**src/hdl/sps_regs.svh**
```systemverilog
// register offsets, reset values and timing counts of the sensor register port
// assumes a 200 MHz core clock; included by the package user files only
`ifndef SPS_REGS_SVH
`define SPS_REGS_SVH
`define SPS_ADDR_MAIN        7'h4C
`define SPS_ADDR_ALT         7'h4B
`define SPS_OFS_ONESHOT      8'h0F
`define SPS_OFS_R2_SHUT_BANK 8'h19
`define SPS_OFS_LOC_SHUT     8'h20
`define SPS_OFS_HYST         8'h21
`define SPS_OFS_FAULT_TMO    8'h22
`define SPS_OFS_STATUS2      8'h23
`define SPS_OFS_CONFIG2      8'h24
`define SPS_OFS_R2_TEMP_HB   8'h30
`define SPS_OFS_R2_UPLIM_HB  8'h31
`define SPS_OFS_R2_LOLIM_HB  8'h32
`define SPS_OFS_R2_TEMP_LB   8'h33
`define SPS_OFS_R2_OFS_HB    8'h34
`define SPS_OFS_R2_OFS_LB    8'h35
`define SPS_OFS_R2_UPLIM_LB  8'h36
`define SPS_OFS_R2_LOLIM_LB  8'h37
`define SPS_OFS_R2_SHUT      8'h39
`define SPS_OFS_PART_ID      8'h3D
`define SPS_OFS_MAKER_ID     8'h3E
`define SPS_RST_LIMIT85      8'h55
`define SPS_RST_HYST         8'h0A
`define SPS_RST_FAULT_TMO    8'h01
`define SPS_RST_ZERO         8'h00
`define SPS_BIT_SCL_TMO      7
`define SPS_BIT_SDA_TMO      6
`define SPS_CRC_POLY         8'h07
`define SPS_TMO_MS           25
`define SPS_CLK_MHZ          200
`define SPS_TMO_CYCLES       (`SPS_TMO_MS * 1000 * `SPS_CLK_MHZ)
`endif

```
**src/hdl/sps_pkg.sv**
```systemverilog
// types shared by the sensor register port and its test side
// assumes nothing beyond a SystemVerilog compiler
package sps_pkg;
	// bus engine states
	typedef enum logic [2:0] {
		SPS_IDLE = 3'b000,
		SPS_ADDR = 3'b001,
		SPS_WACK = 3'b010,
		SPS_WRX  = 3'b011,
		SPS_TX   = 3'b100,
		SPS_MACK = 3'b101,
		SPS_IGN  = 3'b110
	} sps_state_e;
	// one received byte, pointer or data, as handed to the register side
	typedef struct packed {
		logic       is_ptr;
		logic [7:0] data;
	} sps_wr_s;
	// values the monitor core supplies for reading
	typedef struct packed {
		logic [7:0] status2;
		logic [7:0] temp_hb;
		logic [7:0] temp_lb;
	} sps_core_s;
endpackage

```
**src/hdl/sps_port.sv**
```systemverilog
// two-wire slave port and upper register map of a temperature monitor
// assumes the bus master drives the clock line; pins are open drain, low when enabled
//
// Contract
// - answer only own seven-bit address
// - enabled timeout abandons transfer after 25 ms
// - bit7 clock timeout, bit6 data timeout
// - pec only when master clocks it
// - pec is crc-8 poly x8+x2+x+1
// - start then address msb first, direction
// - matched address acknowledged on ninth clock
// - direction 0 write, 1 read
// - nine clocks per byte, stop ends
// - direction fixed until new start
// - writes one or two bytes, reads one
// - first written byte loads pointer
// - second byte stored at pointer
// - plain read uses existing pointer
// - read and write addresses may differ
// - write to 0F triggers one measurement
`timescale 1ns/10ps
`default_nettype none
`include "sps_regs.svh"
module sps_port
	import sps_pkg::*;
#(
	parameter bit          ALT_ADDR     = 1'b0,
	parameter int          TMO_CYCLES   = `SPS_TMO_CYCLES,
	parameter logic [7:0]  PART_ID      = 8'hA5,   // arbitrary value
	parameter logic [7:0]  MAKER_ID     = 8'h5A,   // arbitrary value
	parameter int          FIFO_DEPTH   = 16
) (
	input  wire logic            clk,
	input  wire logic            reset_n,
	input  wire logic            serial_clock_pin,
	input  wire logic            serial_data_pin_in,
	output logic                 serial_data_pin_out,
	output logic                 serial_data_pin_oe,
	input  wire sps_core_s       core_values,
	output logic                 measure_pulse,
	output logic [7:0]           reg_fault_count_and_timeouts,
	output logic [7:0]           reg_config2,
	output logic [7:0]           reg_local_shutdown_limit,
	output logic [7:0]           reg_shutdown_hysteresis,
	output logic [7:0]           reg_remote2_shutdown_limit
);
	if (TMO_CYCLES < 2) begin : g_bad_tmo
		$error("timeout count too small");
	end
	localparam logic [6:0] MY_ADDR = ALT_ADDR ? `SPS_ADDR_ALT : `SPS_ADDR_MAIN;

	////////////////////////////////////////////////////////////////////////////
	// pin conditioning: three flops, change taken when second and third agree
	logic [2:0] scl_sync;
	logic [2:0] sda_sync;
	logic       scl;              // filtered clock level
	logic       sda;              // filtered data level
	logic       scl_d;            // previous filtered clock
	logic       sda_d;            // previous filtered data
	always_ff @(posedge clk or negedge reset_n) begin
		if (!reset_n) begin
			scl_sync <= 3'h7;
			sda_sync <= 3'h7;
		end else begin
			scl_sync <= {scl_sync[1:0], serial_clock_pin};
			sda_sync <= {sda_sync[1:0], serial_data_pin_in};
		end
	end
	// accept a new level only when stage two and three agree
	always_ff @(posedge clk or negedge reset_n) begin
		if (!reset_n) begin
			scl   <= 1'b1;
			sda   <= 1'b1;
			scl_d <= 1'b1;
			sda_d <= 1'b1;
		end else begin
			if (scl_sync[1] == scl_sync[2]) begin
				scl <= scl_sync[2];
			end
			if (sda_sync[1] == sda_sync[2]) begin
				sda <= sda_sync[2];
			end
			scl_d <= scl;
			sda_d <= sda;
		end
	end
	logic scl_rise;
	logic scl_fall;
	logic start_cond;
	logic stop_cond;
	assign scl_rise   = scl && !scl_d;
	assign scl_fall   = !scl && scl_d;
	assign start_cond = scl && scl_d && sda_d && !sda;
	assign stop_cond  = scl && scl_d && !sda_d && sda;

	////////////////////////////////////////////////////////////////////////////
	// crc-8 helper, one bit at a time
	function automatic logic [7:0] crc_bit(input logic [7:0] c, input logic b);
		crc_bit = {c[6:0], 1'b0} ^ ((c[7] ^ b) ? `SPS_CRC_POLY : 8'h00);
	endfunction

	////////////////////////////////////////////////////////////////////////////
	// timeouts: clock held low or data held low too long
	logic        tmo_expired;
	logic [31:0] scl_low_cnt;
	logic [31:0] sda_low_cnt;
	sps_state_e  state;
	always_ff @(posedge clk or negedge reset_n) begin
		if (!reset_n) begin
			scl_low_cnt <= '0;
			sda_low_cnt <= '0;
		end else begin
			// counting only while a transfer is open; idle bus is no fault
			scl_low_cnt <= (scl || state == SPS_IDLE) ? '0 : scl_low_cnt + 1'b1;
			sda_low_cnt <= (sda || state == SPS_IDLE) ? '0 : sda_low_cnt + 1'b1;
		end
	end
	assign tmo_expired = (reg_fault_count_and_timeouts[`SPS_BIT_SCL_TMO] &&
	                      scl_low_cnt >= 32'(TMO_CYCLES)) ||
	                     (reg_fault_count_and_timeouts[`SPS_BIT_SDA_TMO] &&
	                      sda_low_cnt >= 32'(TMO_CYCLES));

	////////////////////////////////////////////////////////////////////////////
	// byte engine
	logic [3:0] bit_cnt;       // bits shifted in the current byte
	logic [7:0] shreg;         // receive or transmit shift register
	logic [1:0] byte_idx;      // data bytes seen in this write
	logic [7:0] crc;           // running pec
	logic       is_read;       // direction of the current operation
	logic       rd_done;       // data byte already sent, next is pec
	logic       drive_low;     // pull data line low
	logic       wr_push;
	sps_wr_s    wr_word;
	logic       fifo_ready;
	logic [7:0] pointer;
	logic [7:0] rd_value;

	// open drain: enable only when pulling low
	assign serial_data_pin_out = 1'b0;
	assign serial_data_pin_oe  = drive_low;

	// state, bit counting and shifting
	always_ff @(posedge clk or negedge reset_n) begin
		if (!reset_n) begin
			state     <= SPS_IDLE;
			bit_cnt   <= 4'h0;
			shreg     <= 8'h00;
			byte_idx  <= 2'h0;
			crc       <= 8'h00;
			is_read   <= 1'b0;
			rd_done   <= 1'b0;
			drive_low <= 1'b0;
			wr_push   <= 1'b0;
			wr_word   <= '0;
		end else begin
			wr_push <= 1'b0;
			if (tmo_expired || stop_cond) begin
				state     <= SPS_IDLE;
				drive_low <= 1'b0;
			end else if (start_cond) begin
				// a fresh start is the only way to change direction
				state    <= SPS_ADDR;
				bit_cnt  <= 4'h0;
				byte_idx <= 2'h0;
				crc      <= 8'h00;
				rd_done  <= 1'b0;
				drive_low <= 1'b0;
			end else begin
				case (state)
					SPS_IDLE, SPS_IGN: begin
						drive_low <= 1'b0;
					end
					SPS_ADDR, SPS_WRX: begin
						if (scl_rise) begin
							shreg   <= {shreg[6:0], sda};
							bit_cnt <= bit_cnt + 1'b1;
							crc     <= crc_bit(crc, sda);
						end else if (scl_fall && bit_cnt == 4'h8) begin
							bit_cnt <= 4'h0;
							if (state == SPS_ADDR) begin
								if (shreg[7:1] == MY_ADDR) begin
									is_read   <= shreg[0];
									drive_low <= 1'b1;
									state     <= SPS_WACK;
								end else begin
									state <= SPS_IGN;
								end
							end else if (byte_idx < 2'h2 && fifo_ready) begin
								// pointer, then data; a third byte is the pec
								wr_push   <= 1'b1;
								wr_word   <= '{is_ptr: byte_idx == 2'h0, data: shreg};
								byte_idx  <= byte_idx + 1'b1;
								drive_low <= 1'b1;
								state     <= SPS_WACK;
							end else if (byte_idx == 2'h2) begin
								// pec byte: ack only if the check came out clean
								drive_low <= crc == 8'h00;
								byte_idx  <= 2'h3;
								state     <= SPS_WACK;
							end else begin
								state <= SPS_IGN;
							end
						end
					end
					SPS_WACK: begin
						// end ack after ninth clock falls; a read then drives its first data bit
						if (scl_fall) begin
							if (is_read) begin
								state     <= SPS_TX;
								shreg     <= rd_done ? crc : rd_value;
								drive_low <= rd_done ? !crc[7] : !rd_value[7];
								bit_cnt   <= 4'h0;
							end else begin
								drive_low <= 1'b0;
								state     <= SPS_WRX;
							end
						end
					end
					SPS_TX: begin
						if (scl_rise) begin
							crc     <= crc_bit(crc, shreg[7]);
							bit_cnt <= bit_cnt + 1'b1;
						end else if (scl_fall) begin
							shreg <= {shreg[6:0], 1'b1};
							if (bit_cnt == 4'h8) begin
								drive_low <= 1'b0;
								state     <= SPS_MACK;
							end else begin
								drive_low <= !shreg[6];
							end
						end
					end
					SPS_MACK: begin
						if (scl_rise) begin
							// one data byte per read, then the pec if acked
							state   <= (!sda && !rd_done) ? SPS_WACK : SPS_IGN;
							rd_done <= 1'b1;
						end
					end
					default: begin
						state <= SPS_IDLE;
					end
				endcase
			end
		end
	end

	////////////////////////////////////////////////////////////////////////////
	// received bytes queue towards the register side
	logic    q_valid;
	sps_wr_s q_word;
	sps_fifo #(
		.WIDTH ($bits(sps_wr_s)),
		.DEPTH (FIFO_DEPTH)
	) u_fifo (
		.clk       (clk),
		.reset_n   (reset_n),
		.in_valid  (wr_push),
		.in_ready  (fifo_ready),
		.in_data   (wr_word),
		.out_valid (q_valid),
		.out_ready (1'b1),
		.out_data  (q_word)
	);

	////////////////////////////////////////////////////////////////////////////
	// register file
	logic [7:0] r2_shut_bank;
	logic [7:0] r2_uplim_hb;
	logic [7:0] r2_lolim_hb;
	logic [7:0] r2_ofs_hb;
	logic [7:0] r2_ofs_lb;
	logic [7:0] r2_uplim_lb;
	logic [7:0] r2_lolim_lb;
	always_ff @(posedge clk or negedge reset_n) begin
		if (!reset_n) begin
			pointer                      <= 8'h00;  // undefined on the part
			measure_pulse                <= 1'b0;
			r2_shut_bank                 <= `SPS_RST_LIMIT85;
			reg_local_shutdown_limit     <= `SPS_RST_LIMIT85;
			reg_shutdown_hysteresis      <= `SPS_RST_HYST;
			reg_fault_count_and_timeouts <= `SPS_RST_FAULT_TMO;
			reg_config2                  <= `SPS_RST_ZERO;
			r2_uplim_hb                  <= `SPS_RST_LIMIT85;
			r2_lolim_hb                  <= `SPS_RST_ZERO;
			r2_ofs_hb                    <= `SPS_RST_ZERO;
			r2_ofs_lb                    <= `SPS_RST_ZERO;
			r2_uplim_lb                  <= `SPS_RST_ZERO;
			r2_lolim_lb                  <= `SPS_RST_ZERO;
			reg_remote2_shutdown_limit   <= `SPS_RST_LIMIT85;
		end else begin
			measure_pulse <= 1'b0;
			if (q_valid && q_word.is_ptr) begin
				pointer <= q_word.data;
			end else if (q_valid) begin
				case (pointer)
					`SPS_OFS_ONESHOT:      measure_pulse <= 1'b1;
					`SPS_OFS_R2_SHUT_BANK: r2_shut_bank <= q_word.data;
					`SPS_OFS_LOC_SHUT:     reg_local_shutdown_limit <= q_word.data;
					`SPS_OFS_HYST:         reg_shutdown_hysteresis <= q_word.data;
					`SPS_OFS_FAULT_TMO:    reg_fault_count_and_timeouts <= q_word.data;
					`SPS_OFS_CONFIG2:      reg_config2 <= q_word.data;
					`SPS_OFS_R2_UPLIM_HB:  r2_uplim_hb <= q_word.data;
					`SPS_OFS_R2_LOLIM_HB:  r2_lolim_hb <= q_word.data;
					`SPS_OFS_R2_OFS_HB:    r2_ofs_hb <= q_word.data;
					`SPS_OFS_R2_OFS_LB:    r2_ofs_lb <= q_word.data;
					`SPS_OFS_R2_UPLIM_LB:  r2_uplim_lb <= q_word.data;
					`SPS_OFS_R2_LOLIM_LB:  r2_lolim_lb <= q_word.data;
					`SPS_OFS_R2_SHUT:      reg_remote2_shutdown_limit <= q_word.data;
					default: begin
						// no writable register here: byte dropped
					end
				endcase
			end
		end
	end

	// read mux; the one-shot address has no read side
	always_comb begin
		case (pointer)
			`SPS_OFS_R2_SHUT_BANK: rd_value = r2_shut_bank;
			`SPS_OFS_LOC_SHUT:     rd_value = reg_local_shutdown_limit;
			`SPS_OFS_HYST:         rd_value = reg_shutdown_hysteresis;
			`SPS_OFS_FAULT_TMO:    rd_value = reg_fault_count_and_timeouts;
			`SPS_OFS_STATUS2:      rd_value = core_values.status2;
			`SPS_OFS_CONFIG2:      rd_value = reg_config2;
			`SPS_OFS_R2_TEMP_HB:   rd_value = core_values.temp_hb;
			`SPS_OFS_R2_UPLIM_HB:  rd_value = r2_uplim_hb;
			`SPS_OFS_R2_LOLIM_HB:  rd_value = r2_lolim_hb;
			`SPS_OFS_R2_TEMP_LB:   rd_value = core_values.temp_lb;
			`SPS_OFS_R2_OFS_HB:    rd_value = r2_ofs_hb;
			`SPS_OFS_R2_OFS_LB:    rd_value = r2_ofs_lb;
			`SPS_OFS_R2_UPLIM_LB:  rd_value = r2_uplim_lb;
			`SPS_OFS_R2_LOLIM_LB:  rd_value = r2_lolim_lb;
			`SPS_OFS_R2_SHUT:      rd_value = reg_remote2_shutdown_limit;
			`SPS_OFS_PART_ID:      rd_value = PART_ID;
			`SPS_OFS_MAKER_ID:     rd_value = MAKER_ID;
			default:               rd_value = 8'h00;
		endcase
	end
endmodule // sps_port
`default_nettype wire

```
**src/hdl/sps_fifo.sv**
```systemverilog
// small synchronous valid/ready fifo for received bus bytes
// assumes one clock and an active low asynchronous reset
`timescale 1ns/10ps
`default_nettype none
module sps_fifo #(
	parameter int WIDTH = 9,
	parameter int DEPTH = 16
) (
	input  wire logic             clk,
	input  wire logic             reset_n,
	input  wire logic             in_valid,
	output logic                  in_ready,
	input  wire logic [WIDTH-1:0] in_data,
	output logic                  out_valid,
	input  wire logic             out_ready,
	output logic      [WIDTH-1:0] out_data
);
	localparam int AW = $clog2(DEPTH);
	if (DEPTH < 2 || (1 << AW) != DEPTH) begin : g_bad_depth
		$error("depth must be a power of two");
	end
	logic [WIDTH-1:0] mem [DEPTH];   // storage words
	logic [AW:0]      wr_ptr;        // write pointer with wrap bit
	logic [AW:0]      rd_ptr;        // read pointer with wrap bit
	logic             push;
	logic             pop;
	assign in_ready  = (wr_ptr - rd_ptr) != (AW+1)'(DEPTH);
	assign out_valid = wr_ptr != rd_ptr;
	assign push      = in_valid && in_ready;
	assign pop       = out_valid && out_ready;
	// storage write, no reset needed for data
	always_ff @(posedge clk) begin
		if (push) begin
			mem[wr_ptr[AW-1:0]] <= in_data;
		end
	end
	// pointers with wrap bit; head word read straight from the storage flops
	always_ff @(posedge clk or negedge reset_n) begin
		if (!reset_n) begin
			wr_ptr   <= '0;
			rd_ptr   <= '0;
		end else begin
			if (push) begin
				wr_ptr <= wr_ptr + 1'b1;
			end
			if (pop) begin
				rd_ptr <= rd_ptr + 1'b1;
			end
		end
	end
	assign out_data = mem[rd_ptr[AW-1:0]];
endmodule // sps_fifo
`default_nettype wire

```
**config.mk**
```make
export PLATFORM = sky130hd
export DESIGN_NAME = sps_port
export DESIGN_NICKNAME = d
export VERILOG_FILES = /design/src/hdl/sps_pkg.sv /design/src/hdl/sps_port.sv /design/src/hdl/sps_fifo.sv
export VERILOG_INCLUDE_DIRS = /design/src /design/src/hdl
export SDC_FILE = /design/constraint.sdc
export NUM_CORES = 1
export LEC_CHECK = 0
export BUFFER_PORTS_ARGS = -buffer_cell sky130_fd_sc_hd__buf_2
export CAP_MARGIN = 20
export CORE_UTILIZATION = 45
export CTS_CLUSTER_DIAMETER = 40
export CTS_CLUSTER_SIZE = 24
export DETAILED_ROUTE_END_ITERATION = 8
export PLACE_DENSITY = 0.67
export SLEW_MARGIN = 20
export SYNTH_ARGS = -nofsm -noshare
export SYNTH_HDL_FRONTEND = slang
export SYNTH_HIERARCHICAL = 1
export SYNTH_SLANG_ARGS = --single-unit
```
**constraint.sdc**
```tcl
create_clock -name clk -period 4.5 [get_ports clk]
set_input_delay 0 -clock clk [delete_from_list [all_inputs] [get_ports clk]]
set_output_delay 0 -clock clk [all_outputs]
set_load 0.02 [all_outputs]
```
**After elaboration in Yosys (flattened, before gate mapping)**

Memory sizes are Yosys's and may differ from the RTL's.
Cells that the tools add are included.

- Register bits: 227
- RAM bits: 144
- Word-level logic and storage cells: 245
- Memories kept: 1

- Add/subtract/negate cells: 7
- Order comparisons: 3
- Equality and inequality tests: 53
- Muxes and demuxes: 76
- Bitwise gates (word level): 9
- Reductions and logical operators: 61

Memory list:

| memory | depth | width | rd ports | clocked after Yosys merged registers in | write ports | RTL line | text |
|---|---|---|---|---|---|---|---|
| u_fifo.mem | 16 | 9 | 1 | 0 | 1 | sps_fifo.sv:22 | `logic [WIDTH-1:0] mem [DEPTH];` |

Operator list:

| operator | count |
|---|---|
| 8-bit one-hot mux with 17 select lines | 1 |
| 8-bit by 6-bit == test with 1-bit output, second input constant | 16 |
| 8-bit two-way mux | 9 |
| 32-bit by 1-bit adder with 32-bit output, second input constant | 2 |
| 32-bit by 23-bit greater-or-equal comparator with 1-bit output, second input constant | 2 |
| 32-bit two-way mux | 2 |
| 3-bit two-way mux | 17 |
| 3-bit AND reduction | 13 |
| 4-bit != test, second input constant | 8 |
| 1-bit two-way mux | 29 |
| 4-bit two-way mux | 6 |
| 8-bit one-hot mux with 3 select lines | 1 |
| 8-bit AND reduction | 3 |
| 8-bit one-hot mux with 2 select lines | 1 |
| 8-bit by 3-bit XOR with 8-bit output | 2 |
| 3-bit != test, second input constant | 5 |
| 3-bit one-hot mux with 5 select lines | 1 |
| 1-bit logical AND | 14 |
| 2-bit two-way mux | 7 |
| 7-bit AND reduction | 2 |
| 2-bit != test, second input constant | 6 |
| 4-bit one-hot mux with 3 select lines | 1 |
| 6-bit AND reduction | 2 |
| 5-bit by 1-bit adder with 5-bit output, second input constant | 2 |
| other kinds (31) | 57 |

**Logic depth before layout (Yosys ltp)**

- Depth after elaboration: 10
- Mapped depth: 16

**By module**

Netlist, hierarchy kept.

By module, submodules not included:

| module | instances | cells each | area each (µm²) |
|---|---|---|---|
| sps_port | 1 | 1013 | 11041.8 |
| sps_fifo | 1 | 310 | 6354.8 |

**Worst setup path before layout**

Ideal clock, no wire load.

- Kind: register to register
- Start: reg u_fifo.rd_ptr[1]
- End: reg wr_word[0] in the netlist's numbering
- Arrival time: 3.412 ns
- Path slack: 0.963 ns
- Cell stages (with the launch flop): 15
- Period minus slack after synthesis: 3.537 ns
- Cells stage by stage: dfrtp_1 > buf_2 > buf_1 > inv_1 > ha_1 > nor2b_1 > o211a_1 > o211ai_2 > a21oi_1 > buf_2 > inv_1 > nor2b_1 > nand4_1 > nor3_4 > mux2_2

- Word-level cells in the longest chain between the ends: 4

RTL lines:

| what | RTL line | text |
|---|---|---|
| start: declaration | sps_fifo.sv:24 | `logic [AW:0] rd_ptr;` |
| start signal: assignment | sps_fifo.sv:47 | `rd_ptr <= rd_ptr + 1'b1;` |
| 5-bit subtractor | sps_fifo.sv:27 | `assign in_ready = (wr_ptr - rd_ptr) != (AW+1)'(DEPTH);` |
| 5-bit != test | sps_fifo.sv:27 |  |
| via fifo_ready | sps_port.sv:134 | `logic fifo_ready;` |
| 1-bit logical AND | sps_port.sv:188 | `end else if (byte_idx < 2'h2 && fifo_ready) begin` |
| 7-bit AND reduction (no source line) | -- |  |
| end signal: assignment | sps_port.sv:191 | `wr_word <= '{is_ptr: byte_idx == 2'h0, data: shreg};` |
| end: declaration | sps_port.sv:133 | `sps_wr_s wr_word;` |

The timed path passes the listed nets, and every way through them passes these cells.
A chain may end at the register's enable or synchronous reset.

**Worst setup path in the final report**

- Start: reg u_fifo.wr_ptr[2]
- End: reg drive_low, in the netlist serial_data_pin_oe

- Word-level cells in the longest chain between the ends: 10
- Elaborated cells on any way between the ends: 12
- Classes of those cells: add/sub: 1; eq/ne: 2; mux: 7; reduce/logical: 2

RTL lines:

| what | RTL line | text |
|---|---|---|
| start: declaration | sps_fifo.sv:23 | `logic [AW:0] wr_ptr;` |
| start signal: assignment | sps_fifo.sv:44 | `wr_ptr <= wr_ptr + 1'b1;` |
| 5-bit subtractor (*) | sps_fifo.sv:27 |  |
| 5-bit != test (*) | sps_fifo.sv:27 |  |
| via fifo_ready | sps_port.sv:134 |  |
| 1-bit logical AND (*) | sps_port.sv:188 |  |
| 1-bit two-way mux | sps_port.sv:188 |  |
| 1-bit two-way mux | sps_port.sv:180 | `if (state == SPS_ADDR) begin` |
| 1-bit two-way mux | sps_port.sv:178 | `end else if (scl_fall && bit_cnt == 4'h8) begin` |
| 1-bit two-way mux | sps_port.sv:174 | `if (scl_rise) begin` |
| 1-bit one-hot mux with 4 select lines | sps_port.sv:169 | `case (state)` |
| 1-bit two-way mux | sps_port.sv:160 | `end else if (start_cond) begin` |
| 1-bit two-way mux | sps_port.sv:157 | `if (tmo_expired \|\| stop_cond) begin` |
| end signal: assignment | sps_port.sv:211 | `drive_low <= rd_done ? !crc[7] : !rd_value[7];` |
| end signal: assignment | sps_port.sv:229 | `drive_low <= !shreg[6];` |
| end: declaration | sps_port.sv:131 | `logic drive_low;` |

Mark *: on every way through the listed nets, which the timed path passes. The rest lies on a longest branch. The select of a mux whose other input is x is not followed.

==> results.toml <==
[power]
clockPowerShare_pct = 43.1
peakVddDrop_mv = 0.2917
power.switching_mw = 2.880
p_comb_share_pct = 16.4
p_int_mw = 6.656
p_leak_nw = 7.977
power_frac_seq_pct = 40.5
p_sw_share_pct = 30.20
p_per_area_mw_per_mm2 = 472.0

[worst_setup_path]
critPathMaxFanout = 13
path_class = "flip-flop to flip-flop"
rrSetupSlack_ns = 0.50
worstReg2RegEnd = "serial_data_pin_oe"
endpoint_kind = "flip-flop"
reg2reg_depth = 11
slowest_delay_ns = 0.92
r2r-start = "u_fifo/wr_ptr[2]"
cp_cell_sequence = "ha_1 -> xnor2_2 -> nand4_1 -> a21oi_1 -> inv_1 -> nor2b_1 -> o21ai_0 -> a21boi_0 -> o21bai_1 -> nor4b_1 -> a31o_1"
crit_path_top_delay_cell = "a21oi_1"
required_ns = 4.97
arrival_ns = 4.47
start_kind = "flip-flop"

[final_layout]
fillers = 3229
antenna_cells = 0
final_cell_area_sq_mm = 0.02020
final_nets = 1461
regArea_sq_mm = 0.01004
layout.cells.non_filler = 1970
multi_input_area_sq_mm = 0.006969
area_growth_pct = 16.13
drive_gt1_share_pct = 29.81

[drt]
via_count = 11590
finalWirelength_microns = 41570
drtIter0Drc = 925
ant_nets = 0
detail_route.first_pass.iterations = 6
avgRoutedWirePerCell_microns = 21.10
drc = 0
via_per_inst = 5.885

[synthesis]
syn_area_sq_mm = 0.01740
async_flop_share_pct = 61.19
synth-seq-cells = 371
synth_top_area_cell = "dfrtp_1"
seq_area_frac_synth_pct = 57.72
synth_xor_area_share_pct = 3.265
synth-edff-count = 144
synth_nets = 1368
synth_warnings = 6
synth_mux_area_share_pct = 15.42
synth-compound-area-share_pct = 7.451
synth_flop_cell = "dfrtp_1"
syn_avg_cell_area_sq_um = 13.15
synth_cell_types = 92
synthSimpleGateAreaFrac_pct = 12.40
synth_commonest_cells = "dfrtp_1, edfxtp_1, mux2_2, nor2_1, nand2_1"
synth_cells = 1323
synth_fa_ha_area_share_pct = 1.338
synth_top_family_by_area = "multiplexers"
yosys-top-cells-area = "dfrtp_1, edfxtp_1, mux2_2"
yosys.cell_count.top_type = "dfrtp_1"
synth_top_area_share_pct = 28.48

[sta]
slew_headroom_pct = 29.23
fin_hold_ws_ns = 0.06140
drv_slew = 0
setup-violations-final = 0
timing.fmax_ghz = 0.2503
final.setup.tns_ns = 0
min_period_ns = 3.995
worst_pin_slew_ns = 1.061
final_hold_viol_count = 0
fin_crit_sh_pct = 88.79
rsz0062_at_grt = "false"
skew_ns = 0.02625

[cts]
insertion_delay_ns = 0.59
clock-sinks = 371
postCtsSetupBuffers = 0
cts_tree = "done"
numCtsBuffers = 52
htreeDepth = 2
clk_pin_slew_worst_paths_ns = 0.06
root_buffer = "clkbuf_16"
clock_path_buffers = 3

[grt]
grt_use_total_pct = 21.73
globalRoute.totalOverflow = 0
grt_pass1_wl_microns = 66000
antenna_found_initial = 0
grt_max_degree = 120
grt_pass1_vias = 11610

[die]
io_pins = 71
die_h_microns = 198.6
die_x_microns = 198.6
initial_core_util_pct = 45.97
row_count = 71
core_sq_mm = 0.03784
dieArea_sq_mm = 0.03945

[placement]
port_buffers = 69
place_congestion = 0.8719
dpl_cell_area_sq_mm = 0.01838
place_hpwl_microns = 27140
placed_cells = 1869

[flow_run]
cap_violations = 0

[hold_path]
min_path_cells = 2
min_from = "serial_clock_pin"
hold_path_end = "scl_sync[0]"
hold_class = "input pin to flip-flop"

[status]
status = "finished, final reports clean"
-- critical path: cells and delay by family, from the launching register on --
kind | cells | cell delay (ns)
buffers and inverters | 1 | 0.24
XOR/XNOR | 1 | 0.28
adder cells (fa/ha/maj) | 1 | 0.50
AND/OR/NAND/NOR | 3 | 0.62
AO/OA/AOI/OAI | 5 | 1.70
flip-flops | 1 | 0.53
-- logic make-up after synthesis --
group	count (synthesis)
AND/OR/NAND/NOR	408
AO/OA/AOI/OAI	176
buffers and inverters	95
adder cells (fa/ha/maj)	19
multiplexers	188
flip-flops	371
other	2
XOR/XNOR	64
-- final cells by class --
type                    instances  area share [%]
clock buffers                  55           6.546
clock inverters                42           2.285
repair buffers                108           3.320
multi-input cells             857           34.50
well taps                     511           3.165
inverters                      26          0.4831
flip-flops and latches        371           49.71
-- metal layers --
layer,part of all wire (%),vias up,global-route usage [%]
li1,-,5192,-
met1,44,5884,30.07
met2,46,402,33.84
met3,6.6,115,4.001
met4,3.3,0,8.718
met5,0,-,0
-- cell usage in the layout, fill, tap and decap left out, types with 13 or more instances in the layout --
cell type	synthesis	routed
dfrtp_1	198	197
edfxtp_1	144	144
mux2_2	126	126
nor2_1	92	92
nand2_1	71	71
buf_2	11	68
nand3_1	54	54
clkbuf_16	0	52
mux4_2	51	51
xor2_1	38	38
nor3_1	35	35
buf_4	5	34
dfstp_2	29	29
a21oi_1	28	28
o21ai_0	26	26
inv_1	25	25
xnor2_1	25	25
and3_1	21	21
nand4_1	21	21
ha_1	17	17
nor4_1	18	14
nor2b_1	13	13
a22oi_1	13	13
-- how the worst max path moves through the flow --
| stage | from | end | slack (ns) | cells past startpoint |
|---|---|---|---|---|
| after floorplan | u_fifo/rd_ptr[1] | wr_word[0] | 0.96 | 14 |
| after global placement | u_fifo/wr_ptr[2] | serial_data_pin_oe | 0.67 | 11 |
| after detailed placement | u_fifo/wr_ptr[2] | serial_data_pin_oe | 0.55 | 11 |
| after CTS | u_fifo/wr_ptr[2] | serial_data_pin_oe | 0.53 | 11 |
| after global routing | u_fifo/wr_ptr[2] | serial_data_pin_oe | 0.19 | 11 |
| final | u_fifo/wr_ptr[2] | serial_data_pin_oe | 0.50 | 11 |
-- power groups by stage --
stage          clock (mW)  combinational [mW]  sequential [mW]
6_report             4.11                1.56             3.86
5_1_grt              4.33                1.72             3.89
4_1_cts              4.19                1.57             3.86
3_5_place_dp            0                1.56             3.92
3_3_place_gp            0                1.55             3.92
2_1_floorplan           0                1.25             3.81
-- registers in the layout (all words and copies together) (netlist names), 9 cells and up --
signal       count
u_fifo/mem     144
sda_low_cnt     32
scl_low_cnt     32
wr_word          9
-- stage by stage --
stage / util [%] / setup slack [ns] / power (mW)
floorplan: - / 0.9631 / 5.057
global placement: 48.57 / 0.6678 / 5.465
detailed placement: 48.57 / 0.5470 / 5.479
CTS: 53.39 / 0.5324 / 9.612
global route: 53.39 / 0.1937 / 9.938
finish: 53.39 / 0.5046 / 9.536
-- timing repair --
action,CTS,global route
hold endpoints to repair,119,0
hold buffers,4,0
gates resized for setup,0,0
setup endpoints to repair,0,0
(Power assumes the default switching activity.)
